--- src/logic/ecc_pkg.sv ---
// Constants for the DRAM ECC and loopback check block.
// Assumes a 32-bit APB slave with byte addresses and word-aligned registers.
package ecc_pkg;
  // Register byte offsets
  localparam logic [11:0] LB_CTRL_LO = 12'h270;
  localparam logic [11:0] LB_CTRL_HI = 12'h274;
  localparam logic [11:0] LB_OBS_A_LO = 12'h278;
  localparam logic [11:0] LB_OBS_A_HI = 12'h27c;
  localparam logic [11:0] LB_OBS_B_LO = 12'h280;
  localparam logic [11:0] LB_OBS_B_HI = 12'h284;
  localparam logic [11:0] LB_OBS_C_LO = 12'h288;
  localparam logic [11:0] LB_OBS_C_HI = 12'h28c;
  localparam logic [11:0] ECC_CTRL = 12'h290;
  localparam logic [11:0] ECC_STATUS = 12'h294;
  localparam logic [11:0] ECC_CLEAR = 12'h298;
  localparam logic [11:0] ECC_IRQ_EN = 12'h29c;
  localparam logic [11:0] ECC_LOG_CODE = 12'h2a0;
  localparam logic [11:0] ECC_LOG_ADDR = 12'h2a4;
  localparam logic [11:0] ECC_LOG_DLO = 12'h2a8;
  localparam logic [11:0] ECC_LOG_DHI = 12'h2ac;
  localparam logic [11:0] CFG_STATUS = 12'h2b0;
  // Loopback control field positions
  localparam int LB_EN_BIT = 0;
  localparam int LB_START_BIT = 1;
  localparam int LB_ERR_BIT = 8;
  // ECC control field positions
  localparam int ECC_ON_BIT = 0;
  localparam int ECC_RD_RESP_BIT = 1;
  localparam int ECC_WR_RESP_BIT = 2;
  localparam int ECC_TRIG2_BIT = 3;
  // Interrupt vector positions
  localparam int VEC_ANY_BIT = 0;
  localparam int VEC_TWO_BIT = 1;
  // Configuration / status positions
  localparam int CFG_W64_BIT = 0;
  localparam int CFG_LOCK_BIT = 8;
  localparam int CFG_TSEL_BIT = 9;
  // Reset values
  localparam logic [1:0] LB_CTRL_RST = 2'h0;
  localparam logic [3:0] ECC_CTRL_RST = 4'h0;
  localparam logic [1:0] IRQ_EN_RST = 2'h0;
  localparam logic [1:0] VEC_RST = 2'h0;
  localparam logic CFG_W64_RST = 1'b0;
endpackage : ecc_pkg

--- src/logic/bit_sync.sv ---
// Two-flop synchroniser for levels from outside the clock domain.
// Assumes inputs are quasi-static levels.
`timescale 1ns/1ps
module bit_sync #(
  parameter int W = 1
) (
  // Clock and reset
  input wire logic i_mclk,
  input wire logic i_arst_n,
  // Data
  input wire logic [W-1:0] i_async,
  output logic [W-1:0] o_sync
);
  logic [W-1:0] meta_q;

  always_ff @(posedge i_mclk or negedge i_arst_n) begin
    if (!i_arst_n) begin
      meta_q <= '0;
      o_sync <= '0;
    end else begin
      meta_q <= i_async;
      o_sync <= meta_q;
    end
  end
endmodule : bit_sync

--- src/logic/first_capture.sv ---
// Holds the first captured word until rearmed.
// Assumes i_cap and i_rearm come from the same clock domain.
`timescale 1ns/1ps
module first_capture #(
  parameter int W = 64
) (
  // Clock and reset
  input wire logic i_mclk,
  input wire logic i_arst_n,
  // Control
  input wire logic i_cap,
  input wire logic i_rearm,
  input wire logic [W-1:0] i_data,
  // State
  output logic o_held,
  output logic [W-1:0] o_data
);
  logic take;

  assign take = i_cap && (!o_held || i_rearm);

  // Capture beats rearm in the same cycle
  always_ff @(posedge i_mclk or negedge i_arst_n) begin
    if (!i_arst_n) begin
      o_held <= 1'b0;
    end else if (i_cap) begin
      o_held <= 1'b1;
    end else if (i_rearm) begin
      o_held <= 1'b0;
    end
  end

  always_ff @(posedge i_mclk or negedge i_arst_n) begin
    if (!i_arst_n) begin
      o_data <= '0;
    end else if (take) begin
      o_data <= i_data;
    end
  end
endmodule : first_capture

--- src/logic/dram_ecc_and_loopback_check.sv ---
// DRAM controller error checking: PHY loopback compare and ECC control.
// Assumes an APB master, a PHY loop data stream and an ECC checker on
// i_mclk; test-port pins and the lock flag arrive asynchronously.
//
// Contract
// - Test-select input picks test-port or register loopback controls.
// - Writing 1 to the loop start bit begins the loop data test.
// - Mismatch raises a flag; first bad received and expected are kept.
// - ECC works only when the data path is 64 bits wide.
// - ECC control bit 0 gates all checking and reporting.
// - Control bit 1: two-bit read error gives a read response error.
// - Control bit 2: two-bit error in read-before-write gives write error.
// - Only the first qualifying error is logged until software handles it.
// - Control bit 3 low logs any error; high logs two-bit errors only.
// - Logging is armed only while the matching vector bit is clear.
// - ECC errors also raise an interrupt gated by an enable register.
// - Vector bit 0 sets on any ECC error, bit 1 on two-bit errors.
// - Writing 1 clears a vector bit; writing 0 leaves it.
//
// Decided for this implementation: the APB register port.
`timescale 1ns/1ps
module dram_ecc_and_loopback_check
  import ecc_pkg::*;
#(
  parameter int DW = 64,
  parameter int AW = 32,
  parameter int SW = 8
) (
  // Clock and reset
  input wire logic i_mclk,
  input wire logic i_arst_n,
  // APB slave
  input wire logic i_psel,
  input wire logic i_penable,
  input wire logic i_pwrite,
  input wire logic [11:0] i_paddr,
  input wire logic [31:0] i_pwdata,
  output logic [31:0] o_prdata,
  output logic o_pready,
  output logic o_pslverr,
  // Test port pins and lock flag
  input wire logic i_test_sel,
  input wire logic i_test_lb_en,
  input wire logic i_test_lb_start,
  input wire logic i_dll_locked,
  // Loopback compare stream
  input wire logic i_lb_valid,
  input wire logic [DW-1:0] i_lb_rdata,
  input wire logic [DW-1:0] i_lb_expdata,
  // ECC checker results
  input wire logic i_ecc_valid,
  input wire logic i_ecc_err1,
  input wire logic i_ecc_err2,
  input wire logic i_ecc_partial_wr,
  input wire logic [SW-1:0] i_ecc_syndrome,
  input wire logic [AW-1:0] i_ecc_addr,
  input wire logic [DW-1:0] i_ecc_data,
  // Loopback controls to PHY
  output logic o_lb_en,
  output logic o_lb_start,
  output logic o_lb_error,
  // Responses and interrupt
  output logic o_rd_resp_err,
  output logic o_wr_resp_err,
  output logic o_irq
);
  logic [3:0] pin_s;
  logic tsel_s;
  logic tlb_en_s;
  logic tlb_start_s;
  logic lock_s;
  logic [1:0] lb_ctrl_q;
  logic [3:0] ecc_ctrl_q;
  logic [1:0] irq_en_q;
  logic [1:0] vec_q;
  logic [1:0] vec_d;
  logic w64_q;
  logic eff_en;
  logic eff_start;
  logic start_q;
  logic lb_run;
  logic lb_rearm;
  logic lb_mis;
  logic [31:0] word_q;
  logic [DW-1:0] obs_rd;
  logic [DW-1:0] obs_exp;
  logic [31:0] obs_idx;
  logic ecc_on;
  logic ev_any;
  logic ev_two;
  logic log_trig;
  logic log_arm;
  logic log_held;
  logic [SW+AW+DW-1:0] log_q;
  logic setup;
  logic wr_en;
  logic [1:0] clr;
  logic [31:0] rdata;
  logic hit;

  // Pins cross into the clock domain
  bit_sync #(.W(4)) u_pin_sync (
    .i_mclk(i_mclk),
    .i_arst_n(i_arst_n),
    .i_async({i_dll_locked, i_test_lb_start, i_test_lb_en, i_test_sel}),
    .o_sync(pin_s)
  );
  assign tsel_s = pin_s[0];
  assign tlb_en_s = pin_s[1];
  assign tlb_start_s = pin_s[2];
  assign lock_s = pin_s[3];

  // APB phases
  assign setup = i_psel && !i_penable;
  assign wr_en = i_psel && i_penable && i_pwrite && o_pready;
  assign clr = (wr_en && i_paddr == ECC_CLEAR) ? i_pwdata[1:0] : 2'h0;

  // Register-side loopback control
  always_ff @(posedge i_mclk or negedge i_arst_n) begin
    if (!i_arst_n) begin
      lb_ctrl_q <= LB_CTRL_RST;
    end else if (wr_en && i_paddr == LB_CTRL_LO) begin
      lb_ctrl_q <= {i_pwdata[LB_START_BIT], i_pwdata[LB_EN_BIT]};
    end
  end

  // ECC control, interrupt enable and width configuration
  always_ff @(posedge i_mclk or negedge i_arst_n) begin
    if (!i_arst_n) begin
      ecc_ctrl_q <= ECC_CTRL_RST;
      irq_en_q <= IRQ_EN_RST;
      w64_q <= CFG_W64_RST;
    end else if (wr_en) begin
      if (i_paddr == ECC_CTRL) begin
        ecc_ctrl_q <= i_pwdata[3:0];
      end else if (i_paddr == ECC_IRQ_EN) begin
        irq_en_q <= i_pwdata[1:0];
      end else if (i_paddr == CFG_STATUS) begin
        w64_q <= i_pwdata[CFG_W64_BIT];
      end
    end
  end

  // Test port or register controls
  assign eff_en = tsel_s ? tlb_en_s : lb_ctrl_q[0];
  assign eff_start = tsel_s ? tlb_start_s : lb_ctrl_q[1];
  assign lb_run = eff_en && eff_start;
  assign lb_rearm = !eff_start || (eff_start && !start_q);
  assign lb_mis = lb_run && i_lb_valid && (i_lb_rdata != i_lb_expdata);

  always_ff @(posedge i_mclk or negedge i_arst_n) begin
    if (!i_arst_n) begin
      start_q <= 1'b0;
      o_lb_en <= 1'b0;
      o_lb_start <= 1'b0;
    end else begin
      start_q <= eff_start;
      o_lb_en <= eff_en;
      o_lb_start <= lb_run;
    end
  end

  // Index of the word being compared
  always_ff @(posedge i_mclk or negedge i_arst_n) begin
    if (!i_arst_n) begin
      word_q <= 32'h0;
    end else if (!lb_run) begin
      word_q <= 32'h0;
    end else if (i_lb_valid) begin
      word_q <= word_q + 32'h1;
    end
  end

  // First mismatch capture
  first_capture #(.W(2 * DW + 32)) u_lb_cap (
    .i_mclk(i_mclk),
    .i_arst_n(i_arst_n),
    .i_cap(lb_mis),
    .i_rearm(lb_rearm),
    .i_data({i_lb_rdata, i_lb_expdata, word_q}),
    .o_held(o_lb_error),
    .o_data({obs_rd, obs_exp, obs_idx})
  );

  // ECC events
  assign ecc_on = ecc_ctrl_q[ECC_ON_BIT] && w64_q;
  assign ev_any = ecc_on && i_ecc_valid && (i_ecc_err1 || i_ecc_err2);
  assign ev_two = ecc_on && i_ecc_valid && i_ecc_err2;
  assign log_trig = ecc_ctrl_q[ECC_TRIG2_BIT] ? ev_two : ev_any;
  assign log_arm = ecc_ctrl_q[ECC_TRIG2_BIT] ? !vec_q[VEC_TWO_BIT] :
                   !vec_q[VEC_ANY_BIT];

  // Set wins over a same-cycle clear
  assign vec_d = (vec_q & ~clr) | {ev_two, ev_any};

  always_ff @(posedge i_mclk or negedge i_arst_n) begin
    if (!i_arst_n) begin
      vec_q <= VEC_RST;
    end else begin
      vec_q <= vec_d;
    end
  end

  // First error log
  first_capture #(.W(SW + AW + DW)) u_ecc_log (
    .i_mclk(i_mclk),
    .i_arst_n(i_arst_n),
    .i_cap(log_trig && log_arm),
    .i_rearm(log_arm),
    .i_data({i_ecc_syndrome, i_ecc_addr, i_ecc_data}),
    .o_held(log_held),
    .o_data(log_q)
  );

  // Responses and interrupt
  always_ff @(posedge i_mclk or negedge i_arst_n) begin
    if (!i_arst_n) begin
      o_rd_resp_err <= 1'b0;
      o_wr_resp_err <= 1'b0;
      o_irq <= 1'b0;
    end else begin
      o_rd_resp_err <= ev_two && !i_ecc_partial_wr &&
                       ecc_ctrl_q[ECC_RD_RESP_BIT];
      o_wr_resp_err <= ev_two && i_ecc_partial_wr &&
                       ecc_ctrl_q[ECC_WR_RESP_BIT];
      o_irq <= |(vec_d & irq_en_q);
    end
  end

  // Read decode
  always_comb begin
    rdata = 32'h0;
    hit = 1'b1;
    if (i_paddr == LB_CTRL_LO) begin
      rdata[LB_EN_BIT] = lb_ctrl_q[0];
      rdata[LB_START_BIT] = lb_ctrl_q[1];
      rdata[LB_ERR_BIT] = o_lb_error;
    end else if (i_paddr == LB_CTRL_HI) begin
      rdata = 32'h0;
    end else if (i_paddr == LB_OBS_A_LO) begin
      rdata = obs_rd[31:0];
    end else if (i_paddr == LB_OBS_A_HI) begin
      rdata = obs_rd[63:32];
    end else if (i_paddr == LB_OBS_B_LO) begin
      rdata = obs_exp[31:0];
    end else if (i_paddr == LB_OBS_B_HI) begin
      rdata = obs_exp[63:32];
    end else if (i_paddr == LB_OBS_C_LO) begin
      rdata = obs_idx;
    end else if (i_paddr == LB_OBS_C_HI) begin
      rdata = 32'h0;
    end else if (i_paddr == ECC_CTRL) begin
      rdata[3:0] = ecc_ctrl_q;
    end else if (i_paddr == ECC_STATUS) begin
      rdata[1:0] = vec_q;
    end else if (i_paddr == ECC_CLEAR) begin
      rdata = 32'h0;
    end else if (i_paddr == ECC_IRQ_EN) begin
      rdata[1:0] = irq_en_q;
    end else if (i_paddr == ECC_LOG_CODE) begin
      rdata[SW-1:0] = log_q[SW+AW+DW-1:AW+DW];
    end else if (i_paddr == ECC_LOG_ADDR) begin
      rdata = log_q[AW+DW-1:DW];
    end else if (i_paddr == ECC_LOG_DLO) begin
      rdata = log_q[31:0];
    end else if (i_paddr == ECC_LOG_DHI) begin
      rdata = log_q[63:32];
    end else if (i_paddr == CFG_STATUS) begin
      rdata[CFG_W64_BIT] = w64_q;
      rdata[CFG_LOCK_BIT] = lock_s;
      rdata[CFG_TSEL_BIT] = tsel_s;
    end else begin
      hit = 1'b0;
    end
  end

  // One access cycle, data sampled in setup
  always_ff @(posedge i_mclk or negedge i_arst_n) begin
    if (!i_arst_n) begin
      o_prdata <= 32'h0;
      o_pready <= 1'b0;
      o_pslverr <= 1'b0;
    end else begin
      o_pready <= setup;
      o_pslverr <= setup && !hit;
      o_prdata <= (setup && !i_pwrite) ? rdata : 32'h0;
    end
  end

  // Checks
  vec_sticky_a: assert property (
    @(posedge i_mclk) disable iff (!i_arst_n)
    vec_q[0] && !clr[0] |=> vec_q[0])
    else $error("vector bit 0 dropped without clear");
  vec_clr_a: assert property (
    @(posedge i_mclk) disable iff (!i_arst_n)
    clr[0] && !ev_any |=> !vec_q[0])
    else $error("vector bit 0 not cleared by write of 1");
  vec_set_a: assert property (
    @(posedge i_mclk) disable iff (!i_arst_n)
    ev_two |=> vec_q[1] && vec_q[0])
    else $error("two-bit error did not set both vector bits");
  ecc_gate_a: assert property (
    @(posedge i_mclk) disable iff (!i_arst_n)
    !ecc_on |=> (vec_q & ~$past(vec_q)) == 2'h0)
    else $error("vector set while ecc off");
  width_gate_a: assert property (
    @(posedge i_mclk) disable iff (!i_arst_n)
    !w64_q |=> !o_rd_resp_err && !o_wr_resp_err)
    else $error("ecc response error outside 64-bit mode");
  rd_resp_a: assert property (
    @(posedge i_mclk) disable iff (!i_arst_n)
    o_rd_resp_err |-> $past(ev_two) && $past(ecc_ctrl_q[1]) &&
    !$past(i_ecc_partial_wr))
    else $error("read response error without cause");
  wr_resp_a: assert property (
    @(posedge i_mclk) disable iff (!i_arst_n)
    ev_two && i_ecc_partial_wr && ecc_ctrl_q[2] |=> o_wr_resp_err)
    else $error("write response error missing");
  log_hold_a: assert property (
    @(posedge i_mclk) disable iff (!i_arst_n)
    !log_arm |=> $stable(log_q))
    else $error("ecc log overwritten while pending");
  log_pend_a: assert property (
    @(posedge i_mclk) disable iff (!i_arst_n)
    log_trig && log_arm |=> log_held)
    else $error("ecc log not marked pending");
  log_trig_a: assert property (
    @(posedge i_mclk) disable iff (!i_arst_n)
    ecc_ctrl_q[3] && ev_any && !ev_two |=> $stable(log_q))
    else $error("single-bit error logged in two-bit mode");
  log_arm_a: assert property (
    @(posedge i_mclk) disable iff (!i_arst_n)
    log_trig && log_arm |=> log_q == $past({i_ecc_syndrome, i_ecc_addr,
    i_ecc_data}))
    else $error("first error not logged");
  irq_gate_a: assert property (
    @(posedge i_mclk) disable iff (!i_arst_n)
    o_irq |-> |($past(vec_d) & $past(irq_en_q)))
    else $error("interrupt without enabled vector");
  lb_flag_a: assert property (
    @(posedge i_mclk) disable iff (!i_arst_n)
    lb_mis |=> o_lb_error)
    else $error("mismatch flag not raised");
  lb_hold_a: assert property (
    @(posedge i_mclk) disable iff (!i_arst_n)
    o_lb_error && eff_start && start_q |=> o_lb_error && $stable(obs_rd))
    else $error("loop capture lost while running");
  lb_start_a: assert property (
    @(posedge i_mclk) disable iff (!i_arst_n)
    !tsel_s && lb_ctrl_q == 2'h3 |=> o_lb_start)
    else $error("loop start not issued");
  tsel_a: assert property (
    @(posedge i_mclk) disable iff (!i_arst_n)
    tsel_s && !tlb_start_s |=> !o_lb_start)
    else $error("register start used under test select");
endmodule : dram_ecc_and_loopback_check

--- config.mk ---
export PLATFORM = sky130hd
export DESIGN_NAME = dram_ecc_and_loopback_check
export DESIGN_NICKNAME = d
export VERILOG_FILES = /design/src/logic/ecc_pkg.sv /design/src/logic/bit_sync.sv /design/src/logic/first_capture.sv /design/src/logic/dram_ecc_and_loopback_check.sv
export SDC_FILE = /design/constraint.sdc
export NUM_CORES = 1
export LEC_CHECK = 0
export BUFFER_PORTS_ARGS = -buffer_cell sky130_fd_sc_hd__buf_4
export CAP_MARGIN = 25
export CORE_MARGIN = 5
export CORE_UTILIZATION = 45
export CTS_CLUSTER_SIZE = 24
export DETAILED_ROUTE_END_ITERATION = 12
export PLACE_DENSITY_LB_ADDON = 0.12
export SETUP_SLACK_MARGIN = 0.3
export SLEW_MARGIN = 20
export SYNTH_ARGS = -nofsm -noshare
export SYNTH_HDL_FRONTEND = slang
export SYNTH_SLANG_ARGS = --single-unit
--- constraint.sdc ---
create_clock -name i_mclk -period 4.4 [get_ports i_mclk]
set_clock_uncertainty 0.1 [all_clocks]
set_input_delay 0.66 -clock i_mclk [delete_from_list [all_inputs] [get_ports i_mclk]]
set_output_delay 0.66 -clock i_mclk [all_outputs]
set_load 0.01 [all_outputs]
==> flow_summary.html, run 1 <==
<table>
<tr><th>Metric</th><th>Value</th></tr>
<tr><th colspan="2">Floorplan</th></tr>
<tr><td>Core footprint</td><td>about 37,000 µm²</td></tr>
<tr><td>Die X</td><td>203 µm</td></tr>
<tr><td>Die outline height</td><td>slightly above 200 µm</td></tr>
<tr><td>Initial core utilization</td><td>0.456</td></tr>
<tr><td>Number of ports placed on the die boundary</td><td>330</td></tr>
<tr><td>Core Rows</td><td>70</td></tr>
<tr><td>Floorplan die area</td><td>41,000 µm²</td></tr>
<tr><th colspan="2">Drt</th></tr>
<tr><td>Antenna viol nets, final</td><td>0</td></tr>
<tr><td>First-pass iteration count of the detailed router</td><td>6</td></tr>
<tr><td>DR DRC count</td><td>0</td></tr>
<tr><td>Vias per Instance</td><td>roughly 5.7</td></tr>
<tr><td>Aggregate routed wire length</td><td>51,800 µm</td></tr>
<tr><td>Number of violations reported at the end of detailed-routing iteration 0</td><td>1,020</td></tr>
<tr><td>Via count</td><td>roughly 12,000</td></tr>
<tr><td>WL/cell</td><td>23.9 µm</td></tr>
<tr><th colspan="2">Synth</th></tr>
<tr><td>Post-Synthesis Mean Instance Area</td><td>12.0 µm²</td></tr>
<tr><td>Post-synthesis register bit count</td><td>between 300 and 400</td></tr>
<tr><td>Async S/R FF share, synth</td><td>1.00</td></tr>
<tr><td>Synthesized Nets</td><td>1,682</td></tr>
<tr><td>EDFF count, synth</td><td>0</td></tr>
<tr><td>Sequential fraction of the synthesis area</td><td>0.534</td></tr>
<tr><td>Post-synthesis cell area</td><td>16,700 µm²</td></tr>
<tr><td>Unique cell type count in the Yosys netlist</td><td>64</td></tr>
<tr><td>Cells after synthesis</td><td>1,391</td></tr>
<tr><td>Most used flip-flop cell after synthesis</td><td>sky130_fd_sc_hd__dfrtp_1</td></tr>
<tr><td>Ys Warns</td><td>0</td></tr>
<tr><th colspan="2">Power</th></tr>
<tr><td>IR drop worst, VDD</td><td>0.000288 V</td></tr>
<tr><td>P_leak</td><td>slightly below 10 nW</td></tr>
<tr><td>Post-route total power</td><td>7.77 mW</td></tr>
<tr><td>Power per cell area</td><td>376 nW/µm²</td></tr>
<tr><th colspan="2">CTS</th></tr>
<tr><td>TritonCTS clock tree</td><td>built</td></tr>
<tr><td>Clock Tree Buf Depth</td><td>3</td></tr>
<tr><td>Source-to-sink clock delay at the later pin of the worst-skew pair</td><td>0.53 ns</td></tr>
<tr><td>CTS H-tree depth</td><td>2</td></tr>
<tr><td>Number of gates resized after CTS</td><td>0</td></tr>
<tr><td>Count of hold buffers inserted by post-cts repair</td><td>0</td></tr>
<tr><td>Clock tree root buffer cell</td><td>sky130_fd_sc_hd__clkbuf_16</td></tr>
<tr><td>Total clock buffers created by CTS</td><td>40</td></tr>
<tr><td>Count of clock tree sinks</td><td>356</td></tr>
<tr><td>Postcts setup bufs</td><td>0</td></tr>
<tr><td>Clock transition at the registers of the reported paths</td><td>0.06 ns</td></tr>
<tr><th colspan="2">Timing</th></tr>
<tr><td>Slew Limit Headroom</td><td>0.360</td></tr>
<tr><td>Transition time at the pin with the least slew margin</td><td>0.960 ns</td></tr>
<tr><td>Peak clock frequency supported by timing</td><td>316 MHz</td></tr>
<tr><td>RSZ-0062 raised after global routing</td><td>false</td></tr>
<tr><td>Post-route clock period utilization</td><td>0.719</td></tr>
<tr><td>Clock period minus final worst setup slack</td><td>about 3.2 ns</td></tr>
<tr><td>Hold Vio Cnt, Final</td><td>0</td></tr>
<tr><td>Final setup violating endpoints</td><td>0</td></tr>
<tr><td>Fin. max-slew vios</td><td>0</td></tr>
<tr><td>Setup total negative slack</td><td>0 ns</td></tr>
<tr><th colspan="2">Setup path</th></tr>
<tr><td>WP data required</td><td>between 4 and 5 ns</td></tr>
<tr><td>Category of the worst setup path capture point</td><td>flip-flop</td></tr>
<tr><td>Largest driver fanout on the critical path</td><td>160</td></tr>
<tr><td>Reg-to-Reg End</td><td>u_lb_cap.o_data[50]$_DFFE_PN0P_</td></tr>
<tr><td>Category of the critical setup timing path</td><td>in2reg</td></tr>
<tr><td>Type of origin of the critical path</td><td>input pin</td></tr>
<tr><td>Reg2reg path depth</td><td>8</td></tr>
<tr><td>Arrival time at the worst endpoint</td><td>3.46 ns</td></tr>
<tr><td>Worst R2R Setup Slack</td><td>around 1.5 ns</td></tr>
<tr><td>Reg-to-reg startpoint</td><td>u_pin_sync.o_sync[0]$_DFF_PN0_</td></tr>
<tr><th colspan="2">Final layout</th></tr>
<tr><td>Area of combinational cells with multiple inputs</td><td>7320 µm²</td></tr>
<tr><td>Final design utilization</td><td>0.565</td></tr>
<tr><td>Sequential Area</td><td>8910 µm²</td></tr>
<tr><td>Layout cells sized above 1</td><td>0.341</td></tr>
<tr><td>Fillcell total</td><td>3,177</td></tr>
<tr><td>Area Growth Syn to Fin</td><td>23.9%</td></tr>
<tr><td>Filler-free cell count of the finished design</td><td>around 2,200</td></tr>
<tr><td>Layout Nets</td><td>1,963</td></tr>
<tr><th colspan="2">Placement</th></tr>
<tr><td>Count of input and output buffers</td><td>301</td></tr>
<tr><td>GPL Wtd Cong</td><td>0.881</td></tr>
<tr><td>Detail Placement HPWL</td><td>approximately 38,000 µm</td></tr>
<tr><td>Placed Cells incl. Taps</td><td>2,098</td></tr>
<tr><th colspan="2">Global route</th></tr>
<tr><td>Congestion Overflow GR</td><td>0</td></tr>
<tr><td>Antenna violations before repair</td><td>3</td></tr>
<tr><td>Wire length of the first global-routing pass</td><td>slightly below 80,000 µm</td></tr>
<tr><td>Pin count of the biggest net entering global routing</td><td>approximately 160</td></tr>
<tr><td>Global routing usage summed across all routing layers</td><td>0.248</td></tr>
<tr><td>Via count of the first global-routing pass</td><td>12,900</td></tr>
<tr><th colspan="2">Outcome</th></tr>
<tr><td>Outcome</td><td>complete, no violations</td></tr>
<tr><th colspan="2">Min path</th></tr>
<tr><td>Worst Hold Class</td><td>in2async</td></tr>
<tr><th colspan="2">Flow run</th></tr>
<tr><td>Reported max-cap violation count</td><td>0</td></tr>
</table>
## final cells by class
class	instances	area share
Clock inverter	6	0.00266
Sequential cell	356	0.431
Clock buffer	64	0.0601
Antenna cell	1	0.000121
Timing Repair Buffer	326	0.122
Inverter	11	0.00200
Multi-Input combinational cell	937	0.354
Tap cell	468	0.0283
## metal layers
layer	share of wire	up-vias	track usage
met4	0.024	4	0.0606
met5	0.00054	-	0
met1	0.43	6231	0.343
met2	0.45	473	0.382
li1	-	5600	-
met3	0.092	71	0.0832
## power by group
| group | leakage, nW | switching (mW) | internal, mW |
|---|---|---|---|
| Clock | 0.644 | 1.31 | 1.98 |
| Sequential | 4.73 | 0.151 | 3.56 |
| Combinational | 4.30 | 0.381 | 0.388 |
## synthesized netlist by cell type, drive strengths merged (3+ instances only)
library cell,number,area [µm²]
dfrtp,356,8910
mux2,276,3110
nor2,85,319
xor2,83,727
o21ai,79,395
nand2,78,293
buf,45,284
a21oi,43,215
clkbuf,42,158
nor3,32,183
nand3,30,150
mux2i,26,260
nor4,25,169
o221ai,16,140
a22oi,15,113
a31oi,14,87.6
nand4,12,75.1
or3,11,68.8
and3,10,62.6
inv,10,37.5
a221oi,9,78.8
nor2b,8,50.1
xnor2,7,61.3
and4,6,52.6
mux4,6,135
o2bb2ai,6,52.6
a211oi,5,37.5
and2,4,25.0
nand2b,4,25.0
o22ai,4,25.0
or4,4,30.0
a2111o,3,33.8
a21o,3,22.5
nand3b,3,22.5
o32ai,3,26.3
## through the flow
| stage | cell area [µm²] | setup WS (ns) | hold WS, ns |
|---|---|---|---|
| 3_3_place_gp | 19400 | 0.893 | 0.234 |
| 6_report | 20700 | 1.24 | 0.0576 |
| 4_1_cts | 20700 | 1.38 | 0.112 |
| 2_1_floorplan | 16700 | 1.95 | 0.231 |
| 3_5_place_dp | 19400 | 0.830 | 0.242 |
| 5_1_grt | 20700 | 1.17 | 0.121 |
## sequential cells by signal (all words and copies together), names as in the netlist, 4 cells and up
signal and flops:
u_lb_cap.o_data 160, o_prdata 32, word_q 32, u_pin_sync.o_sync 4, u_ecc_log.o_data 104, ecc_ctrl_q 4
u_pin_sync.meta_q 4
## logic make-up after synthesis
kind of cell	count (synthesis)	synth area share
flip-flops	356	0.534
AND/OR/NAND/NOR	321	0.0964
multiplexers	308	0.210
AO/OA/AOI/OAI	217	0.0827
buffers and inverters	98	0.0289
XOR/XNOR	90	0.0472
adder cells (fa/ha/maj)	1	0.000750
## layout by cell type, fill, tap and decap left out, types with 16 or more instances in the layout
cell type,n
sky130_fd_sc_hd__clkbuf_16,41
sky130_fd_sc_hd__nor2_1,84
sky130_fd_sc_hd__mux2_2,176
sky130_fd_sc_hd__nand3_1,30
sky130_fd_sc_hd__buf_4,320
sky130_fd_sc_hd__dfrtp_1,356
sky130_fd_sc_hd__mux2i_1,26
sky130_fd_sc_hd__mux2_1,100
sky130_fd_sc_hd__nor3_1,30
sky130_fd_sc_hd__o221ai_1,16
sky130_fd_sc_hd__nand2_1,77
sky130_fd_sc_hd__nor4_1,23
sky130_fd_sc_hd__a21oi_1,43
sky130_fd_sc_hd__xor2_1,83
sky130_fd_sc_hd__o21ai_0,79
## critical path: stages
cell and delay [ns]:
sky130_fd_sc_hd__buf_4 0.12, sky130_fd_sc_hd__xor2_1 0.20, sky130_fd_sc_hd__nor4_1 0.80, sky130_fd_sc_hd__nand4_1 0.20, sky130_fd_sc_hd__nor4_2 0.30, sky130_fd_sc_hd__buf_4 0.18, sky130_fd_sc_hd__nor3b_4 0.05, sky130_fd_sc_hd__buf_12 0.30
sky130_fd_sc_hd__mux2_1 0.48
## how the worst max path moves through the flow
stage | start | to | slack, ns | cells past startpoint
final | i_lb_expdata[61] | u_lb_cap.o_data[154]$_DFFE_PN0P_ | 1.24 | 9
after CTS | i_lb_expdata[1] | u_lb_cap.o_data[154]$_DFFE_PN0P_ | 1.38 | 9
after floorplan | i_paddr[2] | o_prdata[9]$_DFF_PN0_ | 1.95 | 8
after global placement | i_lb_expdata[1] | u_lb_cap.o_data[150]$_DFFE_PN0P_ | 0.89 | 9
after detailed placement | i_lb_expdata[1] | u_lb_cap.o_data[118]$_DFFE_PN0P_ | 0.83 | 9
after global routing | i_paddr[2] | o_prdata[25]$_DFF_PN0_ | 1.17 | 7
No activity file was read; power rests on OpenSTA's default activity.
==> inputs of run 2 (changes only) <==
- ABC_AREA: default -> 1
- clock period: 4.4 -> 2.6 ns (I/O delays scaled with it)
==> run 2 against run 1 <==
  * Critical path depth grew 4
  * Final area grew 18%
  * Synthesized cell count grew 33%
  * First-iteration DRC count grew 4.8%
  * Non-clock buffer count grew 272
  * Sequential share of layout area shrank 6.5 points
  * Setup slack lost 0.94 ns
  * Wire length grew 11%
  * Global-route usage grew 2.3 points
  * Largest power group unchanged
==> flow_summary.html, run 2 <==
<table>
<tr><th>Metric</th><th>Value</th></tr>
<tr><th colspan="2">Timing</th></tr>
<tr><td>Clock period minus final worst setup slack</td><td>2.30 ns</td></tr>
<tr><td>Peak clock frequency supported by timing</td><td>around 430 MHz</td></tr>
<tr><td>Final setup violating endpoints</td><td>0 (unchanged)</td></tr>
<tr><td>RSZ-0062 raised after global routing</td><td>true</td></tr>
<tr><td>Fin. max-slew vios</td><td>0 (unchanged)</td></tr>
<tr><td>Slew Limit Headroom</td><td>0.591 (+0.231)</td></tr>
<tr><td>Transition time at the pin with the least slew margin</td><td>0.614 ns (-0.346 ns)</td></tr>
<tr><td>Post-route clock period utilization</td><td>0.886</td></tr>
<tr><td>WHS</td><td>0.0265 ns (-0.0311 ns)</td></tr>
<tr><td>Hold Vio Cnt, Final</td><td>0 (unchanged)</td></tr>
<tr><th colspan="2">Setup path</th></tr>
<tr><td>Category of the worst setup path capture point</td><td>flip-flop</td></tr>
<tr><td>Type of origin of the critical path</td><td>input pin</td></tr>
<tr><td>Reg-to-reg startpoint</td><td>word_q[0]$_DFFE_PN0P_</td></tr>
<tr><td>Category of the critical setup timing path</td><td>in2reg</td></tr>
<tr><td>WP data required</td><td>2.96 ns (-1.74 ns)</td></tr>
<tr><td>Largest driver fanout on the critical path</td><td>16 (-90%)</td></tr>
<tr><td>Reg-to-Reg End</td><td>word_q[28]$_DFFE_PN0P_</td></tr>
<tr><td>Worst R2R Setup Slack</td><td>0.30 ns (-1.16 ns)</td></tr>
<tr><td>Reg2reg path depth</td><td>12 (+4)</td></tr>
<tr><td>Arrival time at the worst endpoint</td><td>2.66 ns (-0.80 ns)</td></tr>
<tr><th colspan="2">Drt</th></tr>
<tr><td>DR DRC count</td><td>0 (unchanged)</td></tr>
<tr><td>First-pass iteration count of the detailed router</td><td>5 (-1)</td></tr>
<tr><td>Via count</td><td>15,500 (+25%)</td></tr>
<tr><td>WL/cell</td><td>19.6 µm (-18%)</td></tr>
<tr><td>Vias per Instance</td><td>5.26 (-7.9%)</td></tr>
<tr><td>Number of violations reported at the end of detailed-routing iteration 0</td><td>1,069 (+4.8%)</td></tr>
<tr><td>Antenna viol nets, final</td><td>0 (unchanged)</td></tr>
<tr><td>Aggregate routed wire length</td><td>57,700 µm (+11%)</td></tr>
<tr><th colspan="2">Synth</th></tr>
<tr><td>Most frequently used cell type in the post-synthesis netlist</td><td>sky130_fd_sc_hd__dfrtp_1</td></tr>
<tr><td>Ys Warns</td><td>0 (unchanged)</td></tr>
<tr><td>Most used flip-flop cell after synthesis</td><td>sky130_fd_sc_hd__dfrtp_1</td></tr>
<tr><td>Top cells by area in the synthesized netlist</td><td>sky130_fd_sc_hd__dfrtp_1, sky130_fd_sc_hd__nand2_1, sky130_fd_sc_hd__mux2_2</td></tr>
<tr><td>Post-synthesis register bit count</td><td>356 (unchanged)</td></tr>
<tr><td>Biggest area consumer among synthesized cells</td><td>sky130_fd_sc_hd__dfrtp_1</td></tr>
<tr><td>Fraction of synthesized cell area taken by the top area cell type</td><td>0.526 (-0.00801)</td></tr>
<tr><td>Cells after synthesis</td><td>1,847 (+33%)</td></tr>
<tr><td>Post-Synthesis Mean Instance Area</td><td>9.17 µm² (-24%)</td></tr>
<tr><td>Most used standard cells in the synthesized netlist</td><td>sky130_fd_sc_hd__dfrtp_1, sky130_fd_sc_hd__nand2_1, sky130_fd_sc_hd__o21ai_0, sky130_fd_sc_hd__inv_1, sky130_fd_sc_hd__a21oi_1</td></tr>
<tr><td>Sequential fraction of the synthesis area</td><td>0.526 (-0.00801)</td></tr>
<tr><td>EDFF count, synth</td><td>0 (unchanged)</td></tr>
<tr><td>Post-synthesis cell area</td><td>16,900 µm² (+1.5%)</td></tr>
<tr><td>Synthesized Nets</td><td>2,138 (+27%)</td></tr>
<tr><td>Unique cell type count in the Yosys netlist</td><td>44 (-31%)</td></tr>
<tr><td>Async S/R FF share, synth</td><td>1.00 (unchanged)</td></tr>
<tr><th colspan="2">Min path</th></tr>
<tr><td>Worst hold start</td><td>i_lb_rdata[32]</td></tr>
<tr><td>Worst Hold Class</td><td>in2reg</td></tr>
<tr><td>Worst Hold Endpoint</td><td>u_lb_cap.o_data[128]$_DFFE_PN0P_</td></tr>
<tr><td>Worst hold path depth</td><td>3</td></tr>
<tr><th colspan="2">Final layout</th></tr>
<tr><td>Commonest cells after routing, fill and taps aside</td><td>sky130_fd_sc_hd__dfrtp_1, sky130_fd_sc_hd__nand2_1, sky130_fd_sc_hd__buf_4</td></tr>
<tr><td>Flip-flop count of the largest register after layout</td><td>160 (unchanged)</td></tr>
<tr><td>Area Growth Syn to Fin</td><td>43.5%</td></tr>
<tr><td>Layout cells sized above 1</td><td>0.268 (-0.0726)</td></tr>
<tr><td>Final instance area</td><td>24,300 µm² (+18%)</td></tr>
<tr><td>Top flop regs</td><td>u_lb_cap.o_data: 160 flops, u_ecc_log.o_data: 104 flops</td></tr>
<tr><td>Register ranked first by flip-flop count</td><td>u_lb_cap.o_data</td></tr>
<tr><td>Number of diodes</td><td>0 (-1)</td></tr>
<tr><td>Leading cell type in the layout, fill and taps excluded</td><td>sky130_fd_sc_hd__dfrtp_1</td></tr>
<tr><td>Layout Nets</td><td>2,688 (+37%)</td></tr>
<tr><td>Final design utilization</td><td>0.650 (+0.0854)</td></tr>
<tr><th colspan="2">CTS</th></tr>
<tr><td>Clock tree root buffer cell</td><td>sky130_fd_sc_hd__clkbuf_16</td></tr>
<tr><td>Total clock buffers created by CTS</td><td>41 (+2.5%)</td></tr>
<tr><td>TritonCTS clock tree</td><td>built</td></tr>
<tr><td>Clock Tree Buf Depth</td><td>3 (unchanged)</td></tr>
<tr><td>Source-to-sink clock delay at the later pin of the worst-skew pair</td><td>0.56 ns (+0.03 ns)</td></tr>
<tr><td>CTS H-tree depth</td><td>2 (unchanged)</td></tr>
<tr><td>Clock transition at the registers of the reported paths</td><td>0.06 ns (about the same)</td></tr>
<tr><td>Count of clock tree sinks</td><td>356 (unchanged)</td></tr>
<tr><th colspan="2">Floorplan</th></tr>
<tr><td>Number of ports placed on the die boundary</td><td>330 (unchanged)</td></tr>
<tr><td>Die outline height</td><td>204 µm (+0.72%)</td></tr>
<tr><td>Floorplan die area</td><td>41,600 µm² (+1.4%)</td></tr>
<tr><td>Die X</td><td>204 µm (+0.72%)</td></tr>
<tr><td>Core Rows</td><td>71 (+1.4%)</td></tr>
<tr><td>Core footprint</td><td>37,400 µm² (+2.2%)</td></tr>
<tr><td>Initial core utilization</td><td>0.453 (-0.00283)</td></tr>
<tr><th colspan="2">Global route</th></tr>
<tr><td>Via count of the first global-routing pass</td><td>15,800 (+23%)</td></tr>
<tr><td>Pin count of the biggest net entering global routing</td><td>72 (-55%)</td></tr>
<tr><td>Global routing usage summed across all routing layers</td><td>0.271 (+0.0226)</td></tr>
<tr><td>Congestion Overflow GR</td><td>0 (unchanged)</td></tr>
<tr><td>Wire length of the first global-routing pass</td><td>88,100 µm (+12%)</td></tr>
<tr><td>Antenna violations before repair</td><td>0 (-3)</td></tr>
<tr><th colspan="2">Power</th></tr>
<tr><td>IR drop worst, VDD</td><td>0.000486 V (+69%)</td></tr>
<tr><td>Power per cell area</td><td>553 nW/µm² (+47%)</td></tr>
<tr><td>P_leak</td><td>12.3 nW (+27%)</td></tr>
<tr><th colspan="2">Placement</th></tr>
<tr><td>GPL Wtd Cong</td><td>0.946 (+7.3%)</td></tr>
<tr><td>Count of input and output buffers</td><td>301 (unchanged)</td></tr>
<tr><td>Detail Placement HPWL</td><td>39,600 µm (+4.9%)</td></tr>
<tr><td>Placement-stage cell area</td><td>20,400 µm² (+5.2%)</td></tr>
<tr><th colspan="2">Outcome</th></tr>
<tr><td>Outcome</td><td>complete, no violations</td></tr>
<tr><th colspan="2">Flow run</th></tr>
<tr><td>Reported max-cap violation count</td><td>0 (unchanged)</td></tr>
</table>
run 2: final cells by class:
class	count	area, µm²
Tap cell	511	639
Timing Repair Buffer	598	5650
Clock inverter	16	134
Inverter	221	831
Multi-Input combinational cell	1179	6960
Clock buffer	59	1190
Sequential cell	356	8910
Fill cell	3024	13100
run 2: worst max path at each step:
stage	to	startpoint	slack, ns	depth (start not counted)
6_report	u_lb_cap.o_data[81]$_DFFE_PN0P_	i_lb_expdata[27]	0.30	13
3_3_place_gp	u_lb_cap.o_data[104]$_DFFE_PN0P_	i_lb_expdata[28]	0.07	11
5_1_grt	word_q[28]$_DFFE_PN0P_	word_q[0]$_DFFE_PN0P_	0.12	12
3_5_place_dp	u_lb_cap.o_data[17]$_DFFE_PN0P_	i_lb_expdata[28]	-0.03	11
2_1_floorplan	word_q[28]$_DFFE_PN0P_	word_q[0]$_DFFE_PN0P_	0.61	12
4_1_cts	word_q[28]$_DFFE_PN0P_	word_q[0]$_DFFE_PN0P_	0.23	12
run 2: timing repair:
action | 4_1_cts | 5_1_grt
hold buffers | 209 | 0
gates cloned | 0 | 3
setup endpoints to repair | 4 | 155
gates resized for setup | 1 | 83
buffers inserted | 0 | 12
hold endpoints to repair | 270 | 0
pin swaps | 0 | 21
run 2: stage by stage:
step | setup slack, ns | power (mW) | TNS, ns | instances
final | 0.297 | 13.4 | 0 | 2940
after global routing | 0.115 | 14.0 | 0 | 2940
after CTS | 0.231 | 13.5 | 0 | 2925
after detailed placement | -0.0261 | 7.47 | -0.118 | 2641
after global placement | 0.0652 | 7.43 | 0 | 2641
after floorplan | 0.613 | 6.69 | 0 | 1847
run 2: cell families (layout without fill, tap and decap cells):
family                     after synthesis  after routing  share of synthesized area
buffers and inverters                  312            894                     0.0763
DFF                                    356            356                      0.526
xor gates and xnor gates                50             50                     0.0259
muxes                                  107            107                     0.0711
AOI/OAI and AO/OA                      421            421                      0.141
adders and majority gates                1              1                   0.000739
and+or+nand+nor                        600            600                      0.160
run 2: metal layers:
layer / routed length (µm) / part of all wire / global-route usage
met4: 2480 / 0.043 / 0.115
met3: 3520 / 0.061 / 0.0411
met5: 0 / 0 / 0
met2: 28100 / 0.49 / 0.455
met1: 23600 / 0.41 / 0.352
run 2: critical path: stages:
cell	delay, ns
sky130_fd_sc_hd__dlygate4sd3_1	0.54
sky130_fd_sc_hd__buf_4	0.15
sky130_fd_sc_hd__xor2_1	0.17
sky130_fd_sc_hd__nor4_1	0.17
sky130_fd_sc_hd__nand2_1	0.10
sky130_fd_sc_hd__nor2_1	0.12
sky130_fd_sc_hd__nand4_1	0.25
sky130_fd_sc_hd__nand3_4	0.24
sky130_fd_sc_hd__buf_12	0.14
sky130_fd_sc_hd__buf_12	0.11
sky130_fd_sc_hd__buf_12	0.12
sky130_fd_sc_hd__nand2_1	0.05
sky130_fd_sc_hd__o21ai_0	0.10
run 2: power by group:
group / switching [mW] / total, mW / leakage, nW / internal [mW]
sequential: 0.241 / 6.20 / 4.78 / 5.96
combinational: 0.721 / 1.51 / 6.83 / 0.788
clock: 2.35 / 5.73 / 0.662 / 3.37
